===== config.mk =====
export PLATFORM = sky130hd
export DESIGN_NAME = qct_top
export DESIGN_NICKNAME = d
export VERILOG_FILES = /design/src/core/qct_pkg.sv /design/src/core/qct_irq_if.sv /design/src/core/qct_top.sv /design/src/core/qct_prescaler.sv /design/src/core/qct_irq_ctl.sv
export SDC_FILE = /design/constraint.sdc
export NUM_CORES = 1
export LEC_CHECK = 0
export ABC_AREA = 1
export BUFFER_PORTS_ARGS = -buffer_cell sky130_fd_sc_hd__buf_2
export CORE_MARGIN = 2
export CORE_UTILIZATION = 60
export DETAILED_ROUTE_END_ITERATION = 16
export PLACE_DENSITY_LB_ADDON = 0.15
export SETUP_SLACK_MARGIN = 0.4
export SKIP_CTS_REPAIR_TIMING = 1
export SYNTH_ARGS = -nofsm -noshare
export SYNTH_HDL_FRONTEND = slang
export SYNTH_SLANG_ARGS = --single-unit

===== constraint.sdc =====
create_clock -name mclk -period 2.4 [get_ports mclk]
set_clock_uncertainty 0.15 [all_clocks]
set_input_delay 0.6 -clock mclk [delete_from_list [all_inputs] [get_ports mclk]]
set_output_delay 0.6 -clock mclk [all_outputs]
set_load 0.02 [all_outputs]

===== src/core/qct_pkg.sv =====
// Shared constants, control-word layout and a helper function for the quad counter/timer
`default_nettype none
package qct_pkg;
    // Sizes
    localparam int QCT_CHANNELS = 4;
    localparam int QCT_ZC_PINS  = 3;
    localparam int QCT_DATA_W   = 8;
    localparam int QCT_SEL_W    = 2;
    localparam int QCT_VBASE_W  = 5;
    localparam int QCT_PS_W     = 8;

    // Control word bit positions
    localparam int QCT_CW_IE    = 7;   // Zero-count interrupt enable
    localparam int QCT_CW_MODE  = 6;   // 1 counter, 0 timer
    localparam int QCT_CW_PRESC = 5;   // 1 divide by 256, 0 by 16
    localparam int QCT_CW_EDGE  = 4;   // 1 rising, 0 falling
    localparam int QCT_CW_TRIG  = 3;   // 1 timer waits for trigger edge
    localparam int QCT_CW_TCF   = 2;   // 1 reload value follows
    localparam int QCT_CW_SRST  = 1;   // 1 stop the channel
    localparam int QCT_CW_CTRL  = 0;   // 1 marks a control word
    localparam int QCT_VB_LSB   = 3;   // Vector base field low bit in written byte

    // Reset values and fixed codes
    localparam logic [QCT_DATA_W-1:0]  QCT_CTRL_RESET  = 8'h00;
    localparam logic [QCT_DATA_W-1:0]  QCT_TC_RESET    = 8'h00;
    localparam logic [QCT_DATA_W-1:0]  QCT_CNT_RESET   = 8'h00;
    localparam logic [QCT_DATA_W-1:0]  QCT_CNT_LAST    = 8'h01;
    localparam logic [QCT_VBASE_W-1:0] QCT_VBASE_RESET = 5'h00;
    localparam logic [QCT_SEL_W-1:0]   QCT_VEC_CH      = 2'h0;
    localparam logic [QCT_DATA_W-1:0]  QCT_OPC_PREFIX  = 8'hed;
    localparam logic [QCT_DATA_W-1:0]  QCT_OPC_RETURN_FROM_IRQ_OPCODE    = 8'h4d;
    localparam logic [QCT_PS_W-1:0]    QCT_PS16_MASK   = 8'h0f;
    localparam logic [QCT_PS_W-1:0]    QCT_PS256_MASK  = 8'hff;

    // Lowest set bit index
    function automatic logic [QCT_SEL_W-1:0] qct_first_set(input logic [QCT_CHANNELS-1:0] v);
        logic [QCT_SEL_W-1:0] idx;
        idx = '0;
        for (int i = QCT_CHANNELS - 1; i >= 0; i--)
        begin
            if (v[i])
            begin
                idx = QCT_SEL_W'(i);
            end
        end
        return idx;
    endfunction : qct_first_set
endpackage : qct_pkg
`default_nettype wire


===== src/core/qct_irq_if.sv =====
// Signals between the channel core and the interrupt priority logic
`default_nettype none
interface qct_irq_if;
    logic [3:0] zero_evt;   // Zero-count events of all channels, not masked by ie
    logic [3:0] ie;         // Interrupt enables
    logic       ack;        // Acknowledge start pulse
    logic       return_from_irq_opcode;       // Return-from-interrupt seen
    logic       chain_in;   // Daisy-chain enable from upstream
    logic       req;        // Interrupt request level
    logic       vec_valid;  // A channel may be vectored
    logic [1:0] vec_ch;     // Channel to vector
    logic       busy;       // Some channel in service

    modport core (output zero_evt, ie, ack, return_from_irq_opcode, chain_in,
                  input  req, vec_valid, vec_ch, busy);
    modport ctl  (input  zero_evt, ie, ack, return_from_irq_opcode, chain_in,
                  output req, vec_valid, vec_ch, busy);
endinterface : qct_irq_if
`default_nettype wire


===== src/core/qct_top.sv =====
// Four-channel 8-bit counter/timer with processor bus and interrupt daisy chain
//
// Functional notes
// Timer prescaler divides by 16 or 256.
// Count loads at start and reloads at every zero.
// Each zero pulses the zero-count pin high.
// 8-bit reload value, counts 1 to 256.
// Reload value follows its control word.
// Reload written while running applies at next zero.
// Counter mode counts pin edges, timer mode ticks.
// A read returns the selected count.
// Zero-count pins on channels 0 to 2 only.
// Channel 0 has highest priority.
// Lower priority never interrupts higher service.
// Acknowledge with chain input high drives vector.
// Vector is five base bits, channel, zero.
// Return opcode snoop ends service.
// Select pins form channel number, upper MSB.
// Write: request, enable, read strobe off.
// Read: request, enable, read strobe on.
// Cycle one with request is acknowledge.
// Chain out needs chain in and no service.
// Open-drain request on enabled zero.
// Reset stops channels and idles outputs.
// Trigger start waits for chosen pin edge.
// Byte with bit 0 set is a control word.
// Bit 6 counter, bit 5 prescale 256, bit 4 rising.
// Bit 7 enables interrupts, not retroactively.
// Auto start, or two clocks after trigger.
// Reload value zero means 256.
// Zero pulse lasts one clock.
`default_nettype none
module qct_top
    import qct_pkg::*;
(
    // Clock and reset
    input  wire logic                    mclk,
    input  wire logic                    rst,
    // Processor bus
    input  wire logic                    chip_enable_n,
    input  wire logic                    io_request_n,
    input  wire logic                    read_strobe_n,
    input  wire logic                    first_machine_cycle_n,
    input  wire logic                    channel_select_msb,
    input  wire logic                    channel_select_lsb,
    input  wire logic [QCT_DATA_W-1:0]   data_in,
    output logic      [QCT_DATA_W-1:0]   data_out,
    output logic                         data_oe,
    // Interrupt and daisy chain
    output logic                         int_req_n_out,
    output logic                         int_req_n_oe,
    input  wire logic                    chain_enable_in,
    output logic                         chain_enable_out,
    // Channel pins
    input  wire logic [QCT_CHANNELS-1:0] ext_clock_or_trigger_in,
    output logic      [QCT_ZC_PINS-1:0]  zero_count_pulse_out
);
    // Per-channel registers and the shared vector base
    logic [QCT_DATA_W-1:0]   ctrl_ff  [QCT_CHANNELS];
    logic [QCT_DATA_W-1:0]   tc_ff    [QCT_CHANNELS];
    logic [QCT_DATA_W-1:0]   cnt_ff   [QCT_CHANNELS];
    logic [QCT_CHANNELS-1:0] tc_exp_ff;
    logic [QCT_CHANNELS-1:0] run_ff;
    logic [QCT_CHANNELS-1:0] arm_ff;
    logic [QCT_CHANNELS-1:0] start_ff;
    logic [QCT_CHANNELS-1:0] ext_prev_ff;
    logic [QCT_VBASE_W-1:0]  vbase_ff;

    // Bus tracking
    logic                    wr_prev_ff;
    logic                    ack_prev_ff;
    logic                    fetch_prev_ff;
    logic [QCT_DATA_W-1:0]   fetch_data_ff;
    logic                    prefix_ff;
    logic                    return_from_irq_opcode_ff;

    // Output registers
    logic [QCT_DATA_W-1:0]   data_out_ff;
    logic                    data_oe_ff;
    logic                    int_oe_ff;
    logic                    chain_out_ff;
    logic [QCT_ZC_PINS-1:0]  zc_ff;

    // Decoded strobes
    logic [QCT_SEL_W-1:0]    sel;
    logic                    wr_cond;
    logic                    rd_cond;
    logic                    ack_cond;
    logic                    fetch_cond;
    logic                    wr_pulse;
    logic                    ack_pulse;
    logic [QCT_CHANNELS-1:0] ctrl_load;
    logic [QCT_CHANNELS-1:0] tc_load;
    logic                    vec_load;
    logic [QCT_CHANNELS-1:0] trig_edge;
    logic [QCT_CHANNELS-1:0] ps_tick;
    logic [QCT_CHANNELS-1:0] dec;
    logic [QCT_CHANNELS-1:0] zero_evt;
    logic [QCT_CHANNELS-1:0] ie_bits;

    qct_irq_if irq ();

    // Bus cycle decode
    assign sel        = {channel_select_msb, channel_select_lsb};
    assign ack_cond   = !first_machine_cycle_n && !io_request_n;
    assign wr_cond    = !io_request_n && !chip_enable_n && read_strobe_n
                        && first_machine_cycle_n;
    assign rd_cond    = !io_request_n && !chip_enable_n && !read_strobe_n
                        && first_machine_cycle_n;
    assign fetch_cond = !first_machine_cycle_n && !read_strobe_n && io_request_n;
    assign wr_pulse   = wr_cond && !wr_prev_ff;
    assign ack_pulse  = ack_cond && !ack_prev_ff;

    // Edge history of the bus strobes
    always_ff @(posedge mclk)
    begin
        if (rst)
        begin
            wr_prev_ff    <= 1'b0;
            ack_prev_ff   <= 1'b0;
            fetch_prev_ff <= 1'b0;
        end
        else
        begin
            wr_prev_ff    <= wr_cond;
            ack_prev_ff   <= ack_cond;
            fetch_prev_ff <= fetch_cond;
        end
    end

    // Sort written bytes
    always_comb
    begin
        ctrl_load = '0;
        tc_load   = '0;
        vec_load  = 1'b0;
        if (wr_pulse)
        begin
            if (tc_exp_ff[sel])
                tc_load[sel] = 1'b1;
            else if (data_in[QCT_CW_CTRL])
                ctrl_load[sel] = 1'b1;
            else if (sel == QCT_VEC_CH)
                vec_load = 1'b1;
        end
    end

    // Stored words
    always_ff @(posedge mclk)
    begin
        if (rst)
        begin
            for (int c = 0; c < QCT_CHANNELS; c++)
            begin
                ctrl_ff[c] <= QCT_CTRL_RESET;
                tc_ff[c]   <= QCT_TC_RESET;
            end
            tc_exp_ff <= '0;
            vbase_ff  <= QCT_VBASE_RESET;
        end
        else
        begin
            for (int c = 0; c < QCT_CHANNELS; c++)
            begin
                if (ctrl_load[c])
                begin
                    ctrl_ff[c]   <= data_in;
                    tc_exp_ff[c] <= data_in[QCT_CW_TCF];
                end
                else if (tc_load[c])
                begin
                    tc_ff[c]     <= data_in;
                    tc_exp_ff[c] <= 1'b0;
                end
            end
            if (vec_load)
                vbase_ff <= data_in[QCT_DATA_W-1:QCT_VB_LSB];
        end
    end

    // Trigger pin history
    always_ff @(posedge mclk)
    begin
        if (rst)
            ext_prev_ff <= '0;
        else
            ext_prev_ff <= ext_clock_or_trigger_in;
    end

    // Per-channel decrement
    for (genvar c = 0; c < QCT_CHANNELS; c++)
    begin : g_ch
        assign trig_edge[c] = ctrl_ff[c][QCT_CW_EDGE]
                            ? (ext_clock_or_trigger_in[c] && !ext_prev_ff[c])
                            : (!ext_clock_or_trigger_in[c] && ext_prev_ff[c]);

        qct_prescaler #(
            .W      (QCT_PS_W)
        ) u_presc (
            .mclk   (mclk),
            .rst    (rst),
            .run    (run_ff[c] && !ctrl_ff[c][QCT_CW_MODE]),
            .div256 (ctrl_ff[c][QCT_CW_PRESC]),
            .tick   (ps_tick[c])
        );

        assign dec[c] = run_ff[c] && (ctrl_ff[c][QCT_CW_MODE]
                        ? trig_edge[c] : ps_tick[c]);
        assign zero_evt[c] = dec[c] && (cnt_ff[c] == QCT_CNT_LAST);
        assign ie_bits[c]  = ctrl_ff[c][QCT_CW_IE];
    end

    // Start and stop of each channel
    always_ff @(posedge mclk)
    begin
        if (rst)
        begin
            run_ff   <= '0;
            arm_ff   <= '0;
            start_ff <= '0;
        end
        else
        begin
            for (int c = 0; c < QCT_CHANNELS; c++)
            begin
                if (ctrl_load[c] && data_in[QCT_CW_SRST])
                begin
                    run_ff[c]   <= 1'b0;
                    arm_ff[c]   <= 1'b0;
                    start_ff[c] <= 1'b0;
                end
                else if (tc_load[c] && !run_ff[c])
                begin
                    if (ctrl_ff[c][QCT_CW_TRIG] && !ctrl_ff[c][QCT_CW_MODE])
                        arm_ff[c] <= 1'b1;
                    else
                        run_ff[c] <= 1'b1;
                end
                else if (arm_ff[c] && trig_edge[c])
                begin
                    arm_ff[c]   <= 1'b0;
                    start_ff[c] <= 1'b1;
                end
                else if (start_ff[c])
                begin
                    start_ff[c] <= 1'b0;
                    run_ff[c]   <= 1'b1;
                end
            end
        end
    end

    // Down-counters
    always_ff @(posedge mclk)
    begin
        if (rst)
        begin
            for (int c = 0; c < QCT_CHANNELS; c++)
                cnt_ff[c] <= QCT_CNT_RESET;
        end
        else
        begin
            for (int c = 0; c < QCT_CHANNELS; c++)
            begin
                if (tc_load[c] && !run_ff[c])
                    cnt_ff[c] <= data_in;
                else if (zero_evt[c])
                    cnt_ff[c] <= tc_ff[c];
                else if (dec[c])
                    cnt_ff[c] <= cnt_ff[c] - QCT_CNT_LAST;
            end
        end
    end

    // Zero-count pins
    always_ff @(posedge mclk)
    begin
        if (rst)
            zc_ff <= '0;
        else
            zc_ff <= zero_evt[QCT_ZC_PINS-1:0];
    end

    // Return opcode snoop
    always_ff @(posedge mclk)
    begin
        if (rst)
        begin
            fetch_data_ff <= '0;
            prefix_ff     <= 1'b0;
            return_from_irq_opcode_ff       <= 1'b0;
        end
        else
        begin
            return_from_irq_opcode_ff <= 1'b0;
            if (fetch_cond)
                fetch_data_ff <= data_in;
            else if (fetch_prev_ff)
            begin
                prefix_ff <= (fetch_data_ff == QCT_OPC_PREFIX);
                return_from_irq_opcode_ff   <= prefix_ff && (fetch_data_ff == QCT_OPC_RETURN_FROM_IRQ_OPCODE);
            end
        end
    end

    // Interrupt priority logic
    assign irq.zero_evt = zero_evt;
    assign irq.ie       = ie_bits;
    assign irq.ack      = ack_pulse;
    assign irq.return_from_irq_opcode     = return_from_irq_opcode_ff;
    assign irq.chain_in = chain_enable_in;

    qct_irq_ctl u_irq (
        .mclk (mclk),
        .rst  (rst),
        .irq  (irq.ctl)
    );

    // Data bus drive
    always_ff @(posedge mclk)
    begin
        if (rst)
        begin
            data_out_ff <= '0;
            data_oe_ff  <= 1'b0;
        end
        else if (rd_cond)
        begin
            data_out_ff <= cnt_ff[sel];
            data_oe_ff  <= 1'b1;
        end
        else if (ack_pulse)
        begin
            data_out_ff <= {vbase_ff, irq.vec_ch, 1'b0};
            data_oe_ff  <= chain_enable_in && irq.vec_valid;
        end
        else if (!ack_cond)
            data_oe_ff <= 1'b0;
    end

    // Request and chain out
    always_ff @(posedge mclk)
    begin
        if (rst)
        begin
            int_oe_ff    <= 1'b0;
            chain_out_ff <= chain_enable_in;
        end
        else
        begin
            int_oe_ff    <= irq.req;
            chain_out_ff <= chain_enable_in && !irq.busy;
        end
    end

    // Port drive
    assign data_out             = data_out_ff;
    assign data_oe              = data_oe_ff;
    assign int_req_n_out        = 1'b0;   // Open drain
    assign int_req_n_oe         = int_oe_ff;
    assign chain_enable_out     = chain_out_ff;
    assign zero_count_pulse_out = zc_ff;
endmodule : qct_top
`default_nettype wire


===== src/core/qct_prescaler.sv =====
// Timer prescaler, held clear while idle, giving one tick every 16 or 256 clocks
`default_nettype none
module qct_prescaler
    import qct_pkg::*;
#(
    parameter int W = QCT_PS_W
)
(
    // Clock and reset
    input  wire logic mclk,
    input  wire logic rst,
    // Control
    input  wire logic run,
    input  wire logic div256,
    // Tick out
    output logic      tick
);
    logic [W-1:0] ps_ff;
    logic [W-1:0] mask;

    // Divider counter restarts whenever the timer is idle
    always_ff @(posedge mclk)
    begin
        if (rst || !run)
            ps_ff <= '0;
        else
            ps_ff <= ps_ff + W'(1);
    end

    // Tick on the last state of the selected ratio
    assign mask = div256 ? W'(QCT_PS256_MASK) : W'(QCT_PS16_MASK);
    assign tick = run && ((ps_ff & mask) == mask);
endmodule : qct_prescaler
`default_nettype wire


===== src/core/qct_irq_ctl.sv =====
// Pending and in-service tracking with fixed channel priority
`default_nettype none
module qct_irq_ctl
    import qct_pkg::*;
(
    // Clock and reset
    input  wire logic mclk,
    input  wire logic rst,
    // Core side
    qct_irq_if.ctl    irq
);
    logic [QCT_CHANNELS-1:0] pend_ff;
    logic [QCT_CHANNELS-1:0] isvc_ff;
    logic [QCT_CHANNELS-1:0] elig;

    // Eligible when nothing of equal or higher priority is in service
    always_comb
    begin
        logic blocked;
        blocked = 1'b0;
        for (int i = 0; i < QCT_CHANNELS; i++)
        begin
            blocked = blocked | isvc_ff[i];
            elig[i] = pend_ff[i] & !blocked;
        end
    end

    // Priority answer for the acknowledge
    assign irq.vec_valid = |elig;
    assign irq.vec_ch    = qct_first_set(elig);
    assign irq.req       = irq.chain_in & (|elig);
    assign irq.busy      = |isvc_ff;

    // Pending flags: zero event wins over clear
    always_ff @(posedge mclk)
    begin
        if (rst)
            pend_ff <= '0;
        else
        begin
            for (int i = 0; i < QCT_CHANNELS; i++)
            begin
                if (irq.zero_evt[i] && irq.ie[i])
                    pend_ff[i] <= 1'b1;
                else if (!irq.ie[i])
                    pend_ff[i] <= 1'b0;
                else if (irq.ack && irq.chain_in && irq.vec_valid
                         && irq.vec_ch == QCT_SEL_W'(i))
                    pend_ff[i] <= 1'b0;
            end
        end
    end

    // In-service flags
    always_ff @(posedge mclk)
    begin
        if (rst)
            isvc_ff <= '0;
        else
        begin
            for (int i = 0; i < QCT_CHANNELS; i++)
            begin
                if (irq.ack && irq.chain_in && irq.vec_valid
                    && irq.vec_ch == QCT_SEL_W'(i))
                    isvc_ff[i] <= 1'b1;
                else if (irq.return_from_irq_opcode && irq.chain_in && (|isvc_ff)
                         && qct_first_set(isvc_ff) == QCT_SEL_W'(i))
                    isvc_ff[i] <= 1'b0;
            end
        end
    end
endmodule : qct_irq_ctl
`default_nettype wire


* Word-level counts from Yosys, hierarchy flattened
Memory sizes are Yosys's and may differ from the RTL's. Cells that the tools add are included.
Word-level totals: flip-flop bits (word level) 92, RAM bits 96, input port bits 21, output and inout bits 15, word-level logic and storage cells 467, memories kept 3
Memories:
- cnt_ff | words 4, width 8, rd ports 5, clocked after Yosys merged registers in 0, write ports 4, line qct_top.sv:61 | logic [QCT_DATA_W-1:0] cnt_ff [QCT_CHANNELS];
- ctrl_ff | words 4, width 8, rd ports 4, clocked after Yosys merged registers in 0, write ports 4, line qct_top.sv:59 | logic [QCT_DATA_W-1:0] ctrl_ff [QCT_CHANNELS];
- tc_ff | words 4, width 8, rd ports 4, clocked after Yosys merged registers in 0, write ports 4, line qct_top.sv:60 | logic [QCT_DATA_W-1:0] tc_ff [QCT_CHANNELS];
Operators by class: add/sub/neg operators 8, $lt $le $gt $ge 2, equal/unequal tests 33, multiplexer cells 205, bitwise gates (word level) 34, reduce and logical (&&, ||, !) cells 141
Operators with widths (count):
- $mux 8 | 26
- $mux 1 | 156
- $logic_and 1x1->1 | 70
- $reduce_bool 2->1 | 17
- $add 8x1->8 const B | 4
- $and 8x8->8 | 4
- $eq 8x1->1 const B | 4
- $eq 8x8->1 | 4
- $mux 2 | 16
- $sub 8x1->8 const B | 4
- $logic_not 1->1 | 31
- $or 1x1->1 | 23
- $mux 4 | 5
- $ne 2x2->1 const B | 8
- $ne 3x3->1 const B | 4
- $reduce_and 3->1 | 4
- $reduce_and 2->1 | 5
- $eq 2x2->1 const B | 4
- $eq 8x7->1 const B | 1
- $eq 8x8->1 const B | 1
- $ne 2x1->1 const B | 4
- $reduce_or 2->1 | 4
- $reduce_or 4->1 | 2
- $logic_not 2->1 | 3
- other kinds (10) | 19

* Depth between registers and ports, before layout
depth after elaboration 17, mapped depth 13, mapped depth without buffers 13

* Hierarchy
Synthesis repeated with hierarchy kept, for this count alone.
Unflattened totals: cell total of the unflattened synthesis 1150, area, all modules 8944.8 um^2
Modules (own cells, without submodules):
- qct_top | instances 1, cells an instance 882, area an instance 7085.5 um^2, sequential area each 3563.4 um^2
- qct_prescaler | instances 4, cells an instance 52, area an instance 359.1 um^2, sequential area each 160.2 um^2
- qct_irq_ctl | instances 1, cells an instance 60, area an instance 422.9 um^2, sequential area each 160.2 um^2

* Worst setup path before layout
OpenSTA, ideal clock, no wires.
path type input to register, start in chip_enable_n, end mem tc_ff[3][0], enable pin, setup time 0.384 ns, arrival time 1.661 ns, data required time 1.866 ns, slack 0.205 ns, stages 3, path buffers 0, path through nor2_2 > nand4_4 > o21ai_0
RTL lines:
- from (decl) | line qct_top.sv:40 | input wire logic chip_enable_n,
- to (decl) | line qct_top.sv:60

==> results.txt <==
status: complete, no violations
first-pass GRT wire length: 34,510 um
Multi-input gate area: 3914 um2
Hold Path End: ext_prev_ff[1]$_SDFF_PP0_
required time of the worst setup path: 2.46 ns
crit path max fanout: 6
IR drop worst, VDD: 0.0005258 V
switching part of the total power: 0.2316
final setup vio count: 0
Buf/Inv on CP: 4
# fillers: 1,073
LEAKAGE: 4.231 nW
Via Count: 7,561
Startpoint Class: register
syn_area_per_cell: 8.240 um2
drt wl/cell: 16.50 um
Synth cell types: 50
Register-to-Register Path Depth: 14
Max Slew Vio Count: 0
r2r startpoint: g_ch[2].u_presc.ps_ff[0]$_SDFF_PP0_
total negative slack: 0 ns
Worst-path clk slew: 0.07 ns
Peak Freq: 499.1 MHz
Detailed Routing Iterations Pass 1: 6
post-route ant nets: 0
final-report hold violation count: 0
DRC: 0
CTS Buffer Depth: 2
PwrDens: 622.6 nW/um2
ant diodes: 0
CTS tree: built
clock period minus worst slack: 2.003 ns
delay-heaviest family, CP: simple AND/OR/NAND/NOR gates
Placed Cells: 1,288
Post-synth EDFFs: 84
Post-Synthesis Net Count: 1,087
Vias/cell: 5.668
Slew headroom: 0.6323
gr ovfl total: 0
Hold WC Path Type: input pin to register
clk_lat worst skew: 0.44 ns
Setup CP Type: register to register
Least-Margin Pin Slew: 0.5509 ns
FFs w/ async S/R, synth: 0
CTS buffer count: 17
die area: 15,450 um2
Cell Rows: 43
slack of the worst reg-to-reg path: 0.40 ns
Mapped Area: 8685 um2
clk sink count: 176
slowest CP cell: dfxtp_2
RSZ-0062 raised after global routing: yes
Int Pwr: 0.004880 W
CP arrival: 2.06 ns
Initial Utilization: 0.6208
die height: 124.3 um
initial antenna violation count: 0
clock share of power: 0.426
core region area: 13,990 um2
Root Buffer: clkbuf_16
Routed WL: 22,010 um
CP dominant cell by count: nand2_2
global placement routability congestion: 0.9659
top_reg_cell synth: dfxtp_1
hold_sp: ext_clock_or_trigger_in[1]
I/O pin cnt: 36
cell count along the critical path: 14
NetSw: 0.001471 W
Max-Cap Viols: 0
layout cell share with drive strength beyond 1: 0.1742
final period utilization: 0.8348
die width: 124.3 um
Synth Instances: 1,054
CP max stage delay: 0.35 ns
CP cell instances: ha_4 > nand2_2 > inv_2 > nand2_4 > nor2_1 > nand2_1 > nand2_2 > buf_6 > nand4_1 > buf_6 > nand2_4 > nand2_2 > nand2_2 > inv_1
Seq pwr share: 0.509
FF-to-FF End: cnt_ff[2][2]$_SDFFCE_PN0P_
overall routing resource usage: 0.2825
Gate power share: 0.064
final core occ: 0.7292
Setup crit end kind: register
pre-CTS setup slack: 0.06804 ns
hold depth: 3
nets: 1,174
IO buf count: 34
Final HPWL DP: 15,650 um
Finished Layout Cells: 1,334
pin count of the biggest net entering global routing: 25
warnings from Yosys: 0
Initial DRC Count: 989
register area share after synthesis: 0.5025
Setup WS post-layout: 0.3966 ns
Final Power: 0.006351 W
H-tree Lvls: 4
register area: 4370 um2
vias in the first global route: 6,788
register bit count reported by yosys: 176
Synth-to-Final Area Change: 17.46%
[stage by stage]
stage	area, um2	hold WS, ns
final	10200	0.2416
after detailed placement	9361	0.2882
after global placement	9361	0.2779
after floorplan	8750	0.2632
after global routing	10200	0.2458
after CTS	9945	0.2414
[per-layer routing]
layer / GRT usage / part of all wire
met5: 0 / 0
met4: 0.1071 / 0.032
met3: 0.07259 / 0.10
met2: 0.4298 / 0.45
met1: 0.3904 / 0.42
[worst max-delay path by stage]
stage / startpoint / end
final: g_ch[2].u_presc.ps_ff[0]$_SDFF_PP0_ / cnt_ff[2][2]$_SDFFCE_PN0P_
after CTS: cnt_ff[0][1]$_SDFFCE_PN0P_ / cnt_ff[0][0]$_SDFFCE_PN0P_
after global routing: g_ch[2].u_presc.ps_ff[0]$_SDFF_PP0_ / cnt_ff[2][2]$_SDFFCE_PN0P_
after floorplan: chip_enable_n / cnt_ff[0][0]$_SDFFCE_PN0P_
after detailed placement: channel_select_msb / cnt_ff[0][5]$_SDFFCE_PN0P_
after global placement: channel_select_msb / cnt_ff[0][4]$_SDFFCE_PN0P_
[final cells by class]
| cell class | count | area share |
|---|---|---|
| repair buffers | 89 | 0.05814 |
| flip-flops and latches | 176 | 0.4284 |
| multi-input cells | 723 | 0.3837 |
| inverters | 134 | 0.05053 |
| well taps | 180 | 0.02208 |
| clock inverters | 7 | 0.004293 |
| clock buffers | 25 | 0.05286 |
[power by group through the flow]
stage | combinational, W | sequential [W] | clock, W
after floorplan | 0.000226 | 0.00329 | 0
after global placement | 0.000382 | 0.00330 | 0
after detailed placement | 0.000386 | 0.00330 | 0
after CTS | 0.000389 | 0.00323 | 0.00272
after global routing | 0.000442 | 0.00324 | 0.00285
final | 0.000408 | 0.00323 | 0.00271
[cells in the final DEF, fill, tap and decap left out, types with 8 or more instances in the layout]
| master | synthesis | routed |
|---|---|---|
| edfxtp_1 | 84 | 84 |
| clkinv_1 | 5 | 8 |
| ha_1 | 12 | 9 |
| xor2_1 | 25 | 25 |
| o22ai_1 | 11 | 11 |
| nand2_1 | 204 | 191 |
| buf_4 | 2 | 49 |
| inv_1 | 124 | 118 |
| nand2_2 | 7 | 14 |
| nor2_1 | 168 | 165 |
| o21ai_0 | 40 | 39 |
| dfxtp_1 | 92 | 87 |
| nor2_4 | 7 | 9 |
| clkbuf_16 | 0 | 20 |
| a21oi_1 | 49 | 48 |
| nand4_1 | 32 | 32 |
| buf_2 | 3 | 36 |
| o211ai_1 | 11 | 11 |
| nand3_1 | 70 | 68 |
| o21ai_1 | 13 | 11 |
[cell usage after synthesis, types with 5 or more instances]
cell / n / area [um2]
a21oi_1: 49 / 245.2
a21oi_2: 6 / 52.55
a31oi_1: 6 / 37.54
clkbuf_1: 13 / 48.80
clkinv_1: 5 / 18.77
dfxtp_1: 92 / 1842
edfxtp_1: 84 / 2522
ha_1: 12 / 150.1
inv_1: 124 / 465.5
inv_2: 5 / 18.77
nand2_1: 204 / 765.7
nand2_2: 7 / 43.79
nand3_1: 70 / 350.3
nand4_1: 32 / 200.2
nor2_1: 168 / 630.6
nor2_4: 7 / 78.83
nor3_1: 5 / 25.02
o2111ai_1: 8 / 70.07
o211ai_1: 11 / 82.58
o21ai_0: 40 / 200.2
o21ai_1: 13 / 65.06
o22ai_1: 11 / 68.82
or2_2: 7 / 43.79
xor2_1: 25 / 219.0
[state kept, by name, summed over array words and instances, names as in the netlist, 4 cells and up]
| register | count |
|---|---|
| g_ch.u_presc.ps_ff | 32 |
| ext_prev_ff | 4 |
| cnt_ff | 32 |
| run_ff | 4 |
| fetch_data_ff | 8 |
| start_ff | 4 |
| tc_ff | 32 |
| tc_exp_ff | 4 |
| arm_ff | 4 |
| ctrl_ff | 20 |
| data_out | 8 |
| u_irq.isvc_ff | 4 |
| vbase_ff | 5 |
| u_irq.pend_ff | 4 |
[worst min-delay path, cell delays in order]
cell	delay (ns)
buf_2	0.12
inv_1	0.05
nor2_1	0.03
[kinds of logic (layout without fill, tap and decap cells)]
group | count (synthesis) | count (layout) | share of synthesized area
compound gates | 152 | 152 | 0.1036
xor+xnor | 29 | 29 | 0.02925
fa+ha+maj | 12 | 12 | 0.01729
flops | 176 | 176 | 0.5025
other cells | 1 | 1 | 0.0004318
buf+inv | 155 | 255 | 0.06829
simple gates | 529 | 529 | 0.2786
Note: power is estimated with default switching activity, not from simulation.
